<file path="config.mk">
export PLATFORM = sky130hd
export DESIGN_NAME = fomc_top
export DESIGN_NICKNAME = d
export VERILOG_FILES = /design/src/common/fomc_pkg.sv /design/src/hw/fomc_top.sv /design/src/hw/fomc_trigger.sv
export SDC_FILE = /design/constraint.sdc
export NUM_CORES = 1
export LEC_CHECK = 0
export ABC_AREA = 1
export BUFFER_PORTS_ARGS = -buffer_cell sky130_fd_sc_hd__buf_2
export CAP_MARGIN = 30
export CORE_UTILIZATION = 50
export CTS_CLUSTER_DIAMETER = 50
export CTS_CLUSTER_SIZE = 40
export DETAILED_ROUTE_END_ITERATION = 12
export PLACE_DENSITY = 0.7
export SETUP_SLACK_MARGIN = 0.1
export SKIP_LAST_GASP = 1
export SLEW_MARGIN = 25
export SYNTH_ARGS = -nofsm -noshare
export SYNTH_HDL_FRONTEND = slang
export SYNTH_SLANG_ARGS = --single-unit
</file>
<file path="constraint.sdc">
create_clock -name sys_clk -period 2.2 [get_ports sys_clk]
set_input_delay 0.11 -clock sys_clk [delete_from_list [all_inputs] [get_ports sys_clk]]
set_output_delay 0.11 -clock sys_clk [all_outputs]
set_load 0.03 [all_outputs]
</file>
<file path="src/common/fomc_pkg.sv">
// constants and carrier types for the flash output-mode control block
// assumes a host register port that delivers byte writes and reads
package fomc_pkg;
   localparam logic [7:0] fomc_reg_addr = 8'h04;
   localparam logic [7:0] fomc_reg_reset = 8'ha4;
   localparam int fomc_peak_msb = 7;
   localparam int fomc_peak_lsb = 6;
   localparam int fomc_sens_bit = 5;
   localparam int fomc_fold_bit = 4;
   localparam int fomc_out_bit = 3;
   localparam int fomc_src_bit = 2;
   localparam int fomc_mode_msb = 1;
   localparam int fomc_mode_lsb = 0;
   localparam logic [1:0] fomc_mode_standby = 2'h0;
   localparam logic [1:0] fomc_mode_voltage = 2'h1;
   localparam logic [1:0] fomc_mode_assist = 2'h2;
   localparam logic [1:0] fomc_mode_flash = 2'h3;
   // flash timer: 1600 ms default at 50 MHz
   localparam int fomc_clk_mhz = 50;
   localparam int fomc_flash_ms = 1600;
   localparam int fomc_flash_cycles = fomc_flash_ms * 1000 * fomc_clk_mhz;

   typedef struct packed {
      logic [1:0] inductor_peak_limit_sel;
      logic trigger_sensitivity_sel;
      logic switch_freq_foldback_permit;
      logic output_on;
      logic trigger_source_sel;
      logic [1:0] lamp_mode_sel;
   } fomc_ctrl_t;

   typedef struct packed {
      logic [1:0] inductor_peak_limit_sel;
      logic switch_freq_foldback_permit;
      logic boost_enable;
      logic boosted_rail_voltage;
      logic assist_current_on;
      logic flash_current_on;
   } fomc_drive_t;
endpackage

</file>
<file path="src/hw/fomc_top.sv">
// output-mode control register and its decode into converter control
// assumes a byte register port from the host interface, one access per strobe
// the flash timer length is a parameter so that simulation can shorten it
`timescale 1ns/100ps
`default_nettype none
module fomc_top
#(
   parameter int flash_cycles = fomc_pkg::fomc_flash_cycles
)
(
   // clock and reset
   input wire logic sys_clk,
   input wire logic rstn,
   // host register port
   input wire logic [7:0] reg_addr,
   input wire logic reg_wr,
   input wire logic reg_rd,
   input wire logic [7:0] reg_wdata,
   output logic [7:0] reg_rdata,
   // trigger pin and polarity setting from the input control register
   input wire logic trigger_pin,
   input wire logic trigger_polarity_sel,
   // converter and current source control
   output fomc_pkg::fomc_drive_t drive,
   output logic flash_active
);
   // one-hot flash sequencer
   typedef enum logic [2:0]
   {
      fl_idle = 3'h1,
      fl_on = 3'h2,
      fl_done = 3'h4
   } fomc_fl_t;

   // all state of the block except the trigger qualifier's, registered as one copy
   typedef struct packed {
      fomc_pkg::fomc_ctrl_t ctrl;
      logic [7:0] rdata;
      fomc_fl_t fl;
      logic [31:0] timer;
      fomc_pkg::fomc_drive_t drive;
   } fomc_state_t;

   fomc_state_t state;
   fomc_state_t next_state;
   logic trig_active;
   logic trig_rise;
   logic hit;
   // decode of the value live after this edge
   logic write_hit;
   fomc_pkg::fomc_ctrl_t next_ctrl;
   logic rail_mode;
   logic assist_mode;
   logic flash_mode;
   // flash start and stop conditions
   logic hw_source;
   logic level_sense;
   logic soft_start;
   logic level_start;
   logic edge_start;
   logic level_drop;
   logic timer_end;
   // drive value loaded by reset
   fomc_pkg::fomc_drive_t reset_drive;

   fomc_trigger u_trigger
   (
      .sys_clk(sys_clk),
      .rstn(rstn),
      .trigger_pin(trigger_pin),
      .trigger_polarity_sel(trigger_polarity_sel),
      .active(trig_active),
      .rise(trig_rise)
   );

   // the request is taken only at the one mapped offset
   assign hit = (reg_addr == fomc_pkg::fomc_reg_addr);
   assign write_hit = reg_wr && hit;

   // value live after this edge; the decode sees a write at once, which
   // is what lets the outputs change on the same edge that takes the write
   assign next_ctrl = write_hit ? fomc_pkg::fomc_ctrl_t'(reg_wdata) : state.ctrl;

   // output gating of the rail, assist and flash lamp modes
   assign rail_mode = next_ctrl.output_on
      && (next_ctrl.lamp_mode_sel == fomc_pkg::fomc_mode_voltage);
   assign assist_mode = next_ctrl.output_on
      && (next_ctrl.lamp_mode_sel == fomc_pkg::fomc_mode_assist);
   assign flash_mode = next_ctrl.output_on
      && (next_ctrl.lamp_mode_sel == fomc_pkg::fomc_mode_flash);

   // trigger source and sensitivity as set by the host
   assign hw_source = next_ctrl.trigger_source_sel;
   assign level_sense = next_ctrl.trigger_sensitivity_sel;

   assign soft_start = flash_mode && !hw_source;

   // hardware level start needs the pin active
   assign level_start = flash_mode && hw_source && level_sense && trig_active;

   // hardware edge start on the active edge only
   assign edge_start = flash_mode && hw_source && !level_sense && trig_rise;

   // a level flash drops with the pin
   assign level_drop = hw_source && level_sense && !trig_active;

   // checked on the held count, so a flash lasts exactly flash_cycles clocks
   assign timer_end = (state.timer >= 32'(flash_cycles - 1));

   // reset image of the drive: only the peak limit is nonzero
   assign reset_drive = {
      fomc_pkg::fomc_reg_reset[fomc_pkg::fomc_peak_msb:fomc_pkg::fomc_peak_lsb],
      5'h00
   };

   always_comb
   begin
      next_state = state;

      // register write lands in the held copy
      next_state.ctrl = next_ctrl;

      // read back the held value, zero off the map; a write in the
      // same cycle is not yet visible to the read
      if (reg_rd)
      begin
         if (hit)
            next_state.rdata = 8'(state.ctrl);
         else
            next_state.rdata = 8'h00;
      end

      case (state.fl)
         fl_idle:
         begin
            next_state.timer = 32'h0;
            // any armed source starts the flash
            if (soft_start || level_start || edge_start)
               next_state.fl = fl_on;
         end

         fl_on:
         begin
            next_state.timer = state.timer + 32'h1;
            // leaving flash mode or turning the output off cuts the flash at once
            // level ends with trigger, otherwise the timer ends it
            if (!flash_mode || level_drop)
               next_state.fl = fl_idle;
            else if (timer_end)
               next_state.fl = fl_done;
         end

         fl_done:
         begin
            // one flash per enable; rearm on leaving flash mode or pin release
            // a pin held in edge mode gives one flash; it must drop first
            if (!flash_mode || (hw_source && !trig_active))
               next_state.fl = fl_idle;
         end

         default:
         begin
            next_state.timer = 32'h0;
            next_state.fl = fl_idle;
         end
      endcase

      // outputs follow the new value on the same edge that takes the write
      next_state.drive.inductor_peak_limit_sel = next_ctrl.inductor_peak_limit_sel;
      next_state.drive.switch_freq_foldback_permit = next_ctrl.switch_freq_foldback_permit;
      // mode decode; one load at most
      next_state.drive.boosted_rail_voltage = 1'b0;
      next_state.drive.assist_current_on = 1'b0;
      next_state.drive.flash_current_on = 1'b0;
      // fixed 5 V rail, led current stays off
      if (rail_mode)
         next_state.drive.boosted_rail_voltage = 1'b1;
      else if (assist_mode)
         next_state.drive.assist_current_on = 1'b1;
      else if (flash_mode && (next_state.fl == fl_on))
         next_state.drive.flash_current_on = 1'b1;
      // boost runs whenever any of the three loads is on
      next_state.drive.boost_enable = next_state.drive.boosted_rail_voltage
         || next_state.drive.assist_current_on || next_state.drive.flash_current_on;
   end

   always_ff @(posedge sys_clk)
   begin
      if (!rstn)
      begin
         // register defaults; the drive shows only the peak limit
         state.ctrl <= fomc_pkg::fomc_reg_reset;
         state.rdata <= 8'h00;
         state.fl <= fl_idle;
         state.timer <= 32'h0;
         state.drive <= reset_drive;
      end
      else
         state <= next_state;
   end

   // all outputs straight from flip-flops

   assign reg_rdata = state.rdata;
   assign drive = state.drive;
   assign flash_active = state.drive.flash_current_on;
endmodule // fomc_top
`default_nettype wire

</file>
<file path="src/hw/fomc_trigger.sv">
// trigger pin qualifier: polarity and edge detect
// assumes the trigger pin is already synchronous to sys_clk
`timescale 1ns/100ps
`default_nettype none
module fomc_trigger
(
   // clock and reset
   input wire logic sys_clk,
   input wire logic rstn,
   // pin and setting
   input wire logic trigger_pin,
   input wire logic trigger_polarity_sel,
   // qualified trigger
   output logic active,
   output logic rise
);
   typedef struct packed {
      logic last;
   } fomc_trig_state_t;

   fomc_trig_state_t state;
   fomc_trig_state_t next_state;

   assign active = trigger_polarity_sel ? trigger_pin : ~trigger_pin;
   assign rise = active & ~state.last;

   always_comb
   begin
      next_state = state;
      next_state.last = active;
   end

   always_ff @(posedge sys_clk)
   begin
      if (!rstn)
         state <= '0;
      else
         state <= next_state;
   end
endmodule // fomc_trigger
`default_nettype wire

</file>
**Word-level counts from Yosys, hierarchy flattened**

Cells that the tools add are included.
W data, S select, Z words.

- Logic and storage cells: 65
- Output and inout port bits: 16
- Flip-flop bits (word level): 56
- Bits of input ports: 22

- Multiplexer cells: 14
- Add/subtract/negate cells: 1
- Reduce and logical (&&, ||, !) cells: 24
- Magnitude comparators: 1
- Bitwise operators: 3
- Eq/ne operators: 8

Operator list:

| cell | number |
|---|---|
| $pmux W32 S2 | 1 |
| $add A32 B1 Y32 const B | 1 |
| $ge A32 B27 Y1 const B | 1 |
| $mux W8 | 2 |
| $logic_and A1 B1 Y1 | 14 |
| $mux W3 | 4 |
| $pmux W3 S3 | 1 |
| $eq A8 B3 Y1 const B | 1 |
| $eq A3 B2 Y1 const B | 2 |
| $logic_or A1 B1 Y1 | 6 |
| $mux W1 | 5 |
| $eq A2 B2 Y1 const B | 2 |
| $logic_not A1 Y1 | 4 |
| $eq A3 B1 Y1 const B | 1 |
| $eq A3 B3 Y1 const B | 1 |
| $eq A2 B1 Y1 const B | 1 |
| $mux W2 | 1 |
| $not A1 Y1 | 2 |
| $and A1 B1 Y1 | 1 |

**Logic depth before layout (Yosys ltp)**

- Depth in word-level cells: 19
- Depth in mapped cells: 13
- Depth with buffers taken out: 13

**Modules after synthesis**

From an unflattened synthesis, not the netlist that was laid out.

- Cells, all modules: 493
- Area, all modules: 3,238.1 µm²

Modules (own cells, without submodules):

| module | cells each | area an instance (µm²) | sequential area each (µm²) | instances |
|---|---|---|---|---|
| fomc_top | 483 | 3,181.8 | 1,101.1 | 1 |
| fomc_trigger | 10 | 56.3 | 20.0 | 1 |

**Worst setup path before layout**

OpenSTA, ideal clock, no wires.

- Path type: register to register
- Start: register state[7] (netlist bit)
- End: register state[25] (netlist bit)
- Cell stages (with the launch flop): 11
- Arrival: 1.429 ns
- Path buffers: 0
- Required time: 2.069 ns
- Clock period less this slack: 1.560 ns
- Setup slack: 0.640 ns
- Setup time: 0.131 ns
- Cells stage by stage: dfxtp_1 ha_1 nand3_4 nor2_4 nand2_4 nor2_4 nand3_2 nor2_1 nand2_1 nand3_2 a21oi_2

- Longest elaborated chain between the ends: 2

Ends and longest elaborated chain:

| element | line | source |
|---|---|---|
| start: declaration | fomc_top.sv:44 | `fomc_state_t state;` |
| start signal: assignment | fomc_top.sv:199 | `state <= next_state;` |
| $add A32 B1 Y32 | fomc_top.sv:144 | `next_state.timer = state.timer + 32'h1;` |
| $pmux W32 S2 | fomc_top.sv:133 | `case (state.fl)` |

Every way passes these cells.
A chain may end at the register's enable or synchronous reset.

**Worst setup path in the final report**

Same ends and word-level chain as after synthesis.

==> impl_summary.md <==
Run status
The run finished with clean final reports.

Routing
The detailed router put a total of 3.91 mm of wire on met1. The via-per-instance ratio is ~5.5. The remaining antenna violation count after routing is 0. The met2 layer wire length in the routed design is 3.80 mm.

The first detailed-routing pass ran for 5 iterations. In the detailed route, the total length drawn on met3 is 556 um. The iteration-0 DRC count of the detailed router is 249.

Summing over every cut layer, the via total after detailed routing is 3365. After detailed routing, the average wire length per cell comes to 13.7 um. The DRC violation count after routing is 0. The highest metal layer used by the detailed router is met4. The final layout contains routed wiring with a total length of 8.46 mm.

STA
The number of pins with negative max-slew slack in the final report was 0. The final count of negative-setup-slack endpoints is 0. Across all hold checks on the routed design, the worst slack comes to 0.0443 ns. Adding up every negative setup slack in the final design gives 0 ns. The timing-limited maximum frequency is 538 MHz. The final hold violation count is 0. The final critical path takes up around 85% of the cycle. The time the worst path needs with I/O delays and setup is 1.86 ns. The worst setup margin is 0.340 ns.

For the pin with the worst max-slew slack, the measured transition is 0.546 ns. The final clock skew is 0.0135 ns. Setup repair after global routing left no endpoint under its margin. Headroom to the max-slew limit came out at between 60% and 70%.

Pwr
VDD sags by at most 287 uV. Per report_power, the sequential group accounts for 56.3% of the total. The combinational share of power is 5.3%. The design internal power is 1.40 mW. In this run the power density over the cells is 502 nW/um2. In this run switching power makes up 23.1% of total power. Power comes to around 1.8 mW. Per report_power, the clock group accounts for around two fifths of the total.

The net switching power is 0.420 mW. The static power due to leakage is 1.48 nW.

Placed design
The cell count after placement is 607. OpenSTA, run right after detailed placement, puts the worst setup slack at 0.405 ns. The congestion estimate from routability-driven global placement came to slightly below 1. The count of buffers added on input and output ports is 37. The final HPWL from detailed placement is about 6.4 mm. The placed instances occupy a cell area of 3500 um2.

Layout
Leaving out filler cells and counting taps, the final layout contains 616. The synthesis-to-layout area growth is 8.79%. The fraction of final layout cells with drive strength greater than 1 is between 10% and 20%. The most common library cell in the layout ignoring fill and taps is sky130_fd_sc_hd__nand2_1. The area of all placed cells without fillers is 3620 um2. The number of antenna diodes in the final layout is 0. The count of nets after finishing is 561. Leaving out fill and tap cells, the most frequent cells in the layout are 142 x sky130_fd_sc_hd__nand2_1, 57 x sky130_fd_sc_hd__nor2_1, 56 x sky130_fd_sc_hd__inv_1, 56 x sky130_fd_sc_hd__dfxtp_1, 41 x sky130_fd_sc_hd__a21oi_1. The fraction of the core area covered by cells at the end of the flow is 56.7%.

Critical path
Walking the worst path, the cells encountered are ha_1, nand3_4, nor2_4, nand2_4, nor2_4, nand3_2, nor2_1, nand2_1, nand3_2, a21oi_2. The required arrival time at the worst endpoint is 2.41 ns. The maximum fanout encountered on the critical timing path is 6. The slack of the worst reg-to-reg path is 0.34 ns. The endpoint type of the worst setup path is a flip-flop. The launch instance of the worst register-to-register path is state[7]$_SDFFE_PN0P_. The count of cell instances traversed by the critical path is 10. The critical path is of the flip-flop to flip-flop type. The worst-case reg-to-reg path depth is 10. For the worst setup path, the data arrival time is just over 2 ns. The cell with the largest stage delay on the worst path is sky130_fd_sc_hd__dfxtp_1. In this run the worst setup path terminates at state[25]$_SDFFE_PN0P_. The worst setup path is launched from a flip-flop. In this design, the stage delay of the slowest critical-path cell is 0.48 ns. In this run the critical register-to-register path is captured at state[25]$_SDFFE_PN0P_. Counting both buffers and inverters, the worst setup path holds a total of 0.

Grouping stages by cell kind, the critical path spends the most delay in simple AND/OR/NAND/NOR gates. The start point of the critical path is state[7]$_SDFFE_PN0P_.

CTS
Clock-pin slew was measured on the worst setup and hold paths at 0.10 ns. The clock passes through at most 2 buffers. The TritonCTS clock tree is yes. The insertion delay to the later sink of the worst-skew pair is 0.32 ns. Buffers inserted during clock tree synthesis total 5.

The count of clock tree sinks is 56. The tree is rooted in a sky130_fd_sc_hd__clkbuf_8. The number of setup buffers added after CTS is 0. CTS built an H-tree with a depth of 2.

Logic synthesis
The area of the mapped netlist is 3330 um2. Synthesis inferred 56 register bits. The proportion of netlist area held by the largest area contributor is 33.7%.

The synthesized area per cell is ~6.5 um2. Yosys printed 0 warnings. The total nets after synthesis is 537. Of the synthesized area, sequential elements account for 33.7%. The cell taking the most area after synthesis is sky130_fd_sc_hd__dfxtp_1. Yosys attributes the largest share of cell area to sky130_fd_sc_hd__dfxtp_1 34%, sky130_fd_sc_hd__nand2_1 16%, sky130_fd_sc_hd__nor2_1 6.4%. The count of mapped cells out of synthesis is roughly 510. The number of distinct library cell variants in the gate-level netlist after synthesis is 37.

GRT
The overall global routing resource usage is 25.3%. The total congestion overflow is 0. The first global-routing pass estimated roughly 14 mm of wire. The largest net degree at the start of global routing is 22.

The number of antenna violations at the first check in global routing is 0. The via count of the first global-routing pass is 3123.

Floorplanning
The die height is between 80 and 90 um. The initial utilization of the core area, before any placement, comes to 52.2%. 38 I/O pins were placed. The area of the core region is 6390 um2. The chip width is about 84 um. The total die area is 6990 um2. The floorplan has 29 rows.

Job
The number of violations of the max-capacitance limit is 0.

Worst hold path
In this run the worst hold path is classified as primary input to flip-flop.
==> worst min path at each step <==
| stage | start | end | slack (ns) | cells after the start |
|---|---|---|---|---|
| 3_3_place_gp | reg_wdata[7] | drive[6]$_SDFFE_PN1N_ | 0.32 | 3 |
| 4_1_cts | reg_wdata[4] | drive[4]$_SDFFE_PN0N_ | 0.05 | 3 |
| 5_1_grt | reg_wdata[2] | state[52]$_SDFF_PN1_ | 0.06 | 3 |
| 6_report | reg_wdata[4] | drive[4]$_SDFFE_PN0N_ | 0.04 | 3 |
| 2_1_floorplan | reg_wdata[7] | drive[6]$_SDFFE_PN1N_ | 0.22 | 2 |
| 3_5_place_dp | reg_wdata[7] | drive[6]$_SDFFE_PN1N_ | 0.32 | 3 |
==> area by class of cell <==
cell class	instances	area [um2]
Clock inverter	2	38.8
Clock buffer	6	72.6
Timing Repair Buffer	46	255
Multi-Input combinational cell	369	1810
Fill cell	646	2760
Tap cell	77	96.3
Sequential cell	56	1120
Inverter	60	225
==> cells by family (layout without fill, tap and decap cells) <==
family                     count (synthesis)  count (layout)  share of synthesized area (%)
buffers and inverters                     89             114                           12.0
and+or+nand+nor                          288             288                           40.3
DFF                                       56              56                           33.7
AOI/OAI and AO/OA                         79              79                           13.4
xor gates and xnor gates                   1               1                          0.263
adders and majority gates                  1               1                          0.376
==> per-layer routing <==
metal  vias up  track usage, %
met5         -               0
met4         0            10.2
met3        15            3.86
met2       107            40.9
met1      1546            33.8
li1       1697               -
==> power groups by stage <==
stage / Clock, mW / Combinational [mW] / Sequential, mW
2_1_floorplan: 0 / 0.0609 / 1.05
5_1_grt: 0.752 / 0.106 / 1.03
4_1_cts: 0.716 / 0.0962 / 1.03
6_report: 0.699 / 0.0956 / 1.03
3_5_place_dp: 0 / 0.0943 / 1.05
3_3_place_gp: 0 / 0.0924 / 1.05
==> synth_stat cells <==
cell type,n
sky130_fd_sc_hd__nand3_1,35
sky130_fd_sc_hd__a21boi_0,1
sky130_fd_sc_hd__nor3_2,6
sky130_fd_sc_hd__inv_1,56
sky130_fd_sc_hd__buf_2,4
sky130_fd_sc_hd__clkbuf_1,8
sky130_fd_sc_hd__nor2_2,4
sky130_fd_sc_hd__clkbuf_2,1
sky130_fd_sc_hd__nor3_1,10
sky130_fd_sc_hd__a31oi_1,1
sky130_fd_sc_hd__nand3_2,6
sky130_fd_sc_hd__o21ai_2,2
sky130_fd_sc_hd__nand2_4,2
sky130_fd_sc_hd__a221oi_1,4
sky130_fd_sc_hd__inv_2,4
sky130_fd_sc_hd__nor2_4,2
sky130_fd_sc_hd__nand2_2,1
sky130_fd_sc_hd__nand4_1,9
sky130_fd_sc_hd__o41ai_1,1
sky130_fd_sc_hd__a21oi_2,1
sky130_fd_sc_hd__o211ai_1,4
sky130_fd_sc_hd__nor4_1,2
sky130_fd_sc_hd__or2_2,3
sky130_fd_sc_hd__and3_1,1
sky130_fd_sc_hd__nor2_1,57
sky130_fd_sc_hd__o21ai_0,23
sky130_fd_sc_hd__nand2_1,142
sky130_fd_sc_hd__o221a_2,1
sky130_fd_sc_hd__nand3b_1,5
sky130_fd_sc_hd__nand3_4,1
sky130_fd_sc_hd__buf_4,16
sky130_fd_sc_hd__dfxtp_1,56
sky130_fd_sc_hd__a21oi_1,41
sky130_fd_sc_hd__nor3b_2,1
sky130_fd_sc_hd__nor4_2,1
sky130_fd_sc_hd__xor2_1,1
sky130_fd_sc_hd__ha_1,1
==> flip-flops by register name, summed over array words and instances, names as in the netlist <==
register	count
u_trigger.state	1
drive	6
reg_rdata	8
flash_active	1
state	40
==> worst reg2reg max path, delay by kind of cell, from the launching register on <==
family | cells | cell delay (ns)
AND/OR/NAND/NOR | 8 | 0.94
flip-flops | 1 | 0.48
adder cells (fa/ha/maj) | 1 | 0.30
AO/OA/AOI/OAI | 1 | 0.04
==> timing repair <==
action                     in CTS  in global routing
setup endpoints to repair       0                  0
hold endpoints to repair        1                  0
hold buffers                    1                  0
gates resized for setup         0                  0
No activity file was read; power rests on OpenSTA's default activity.
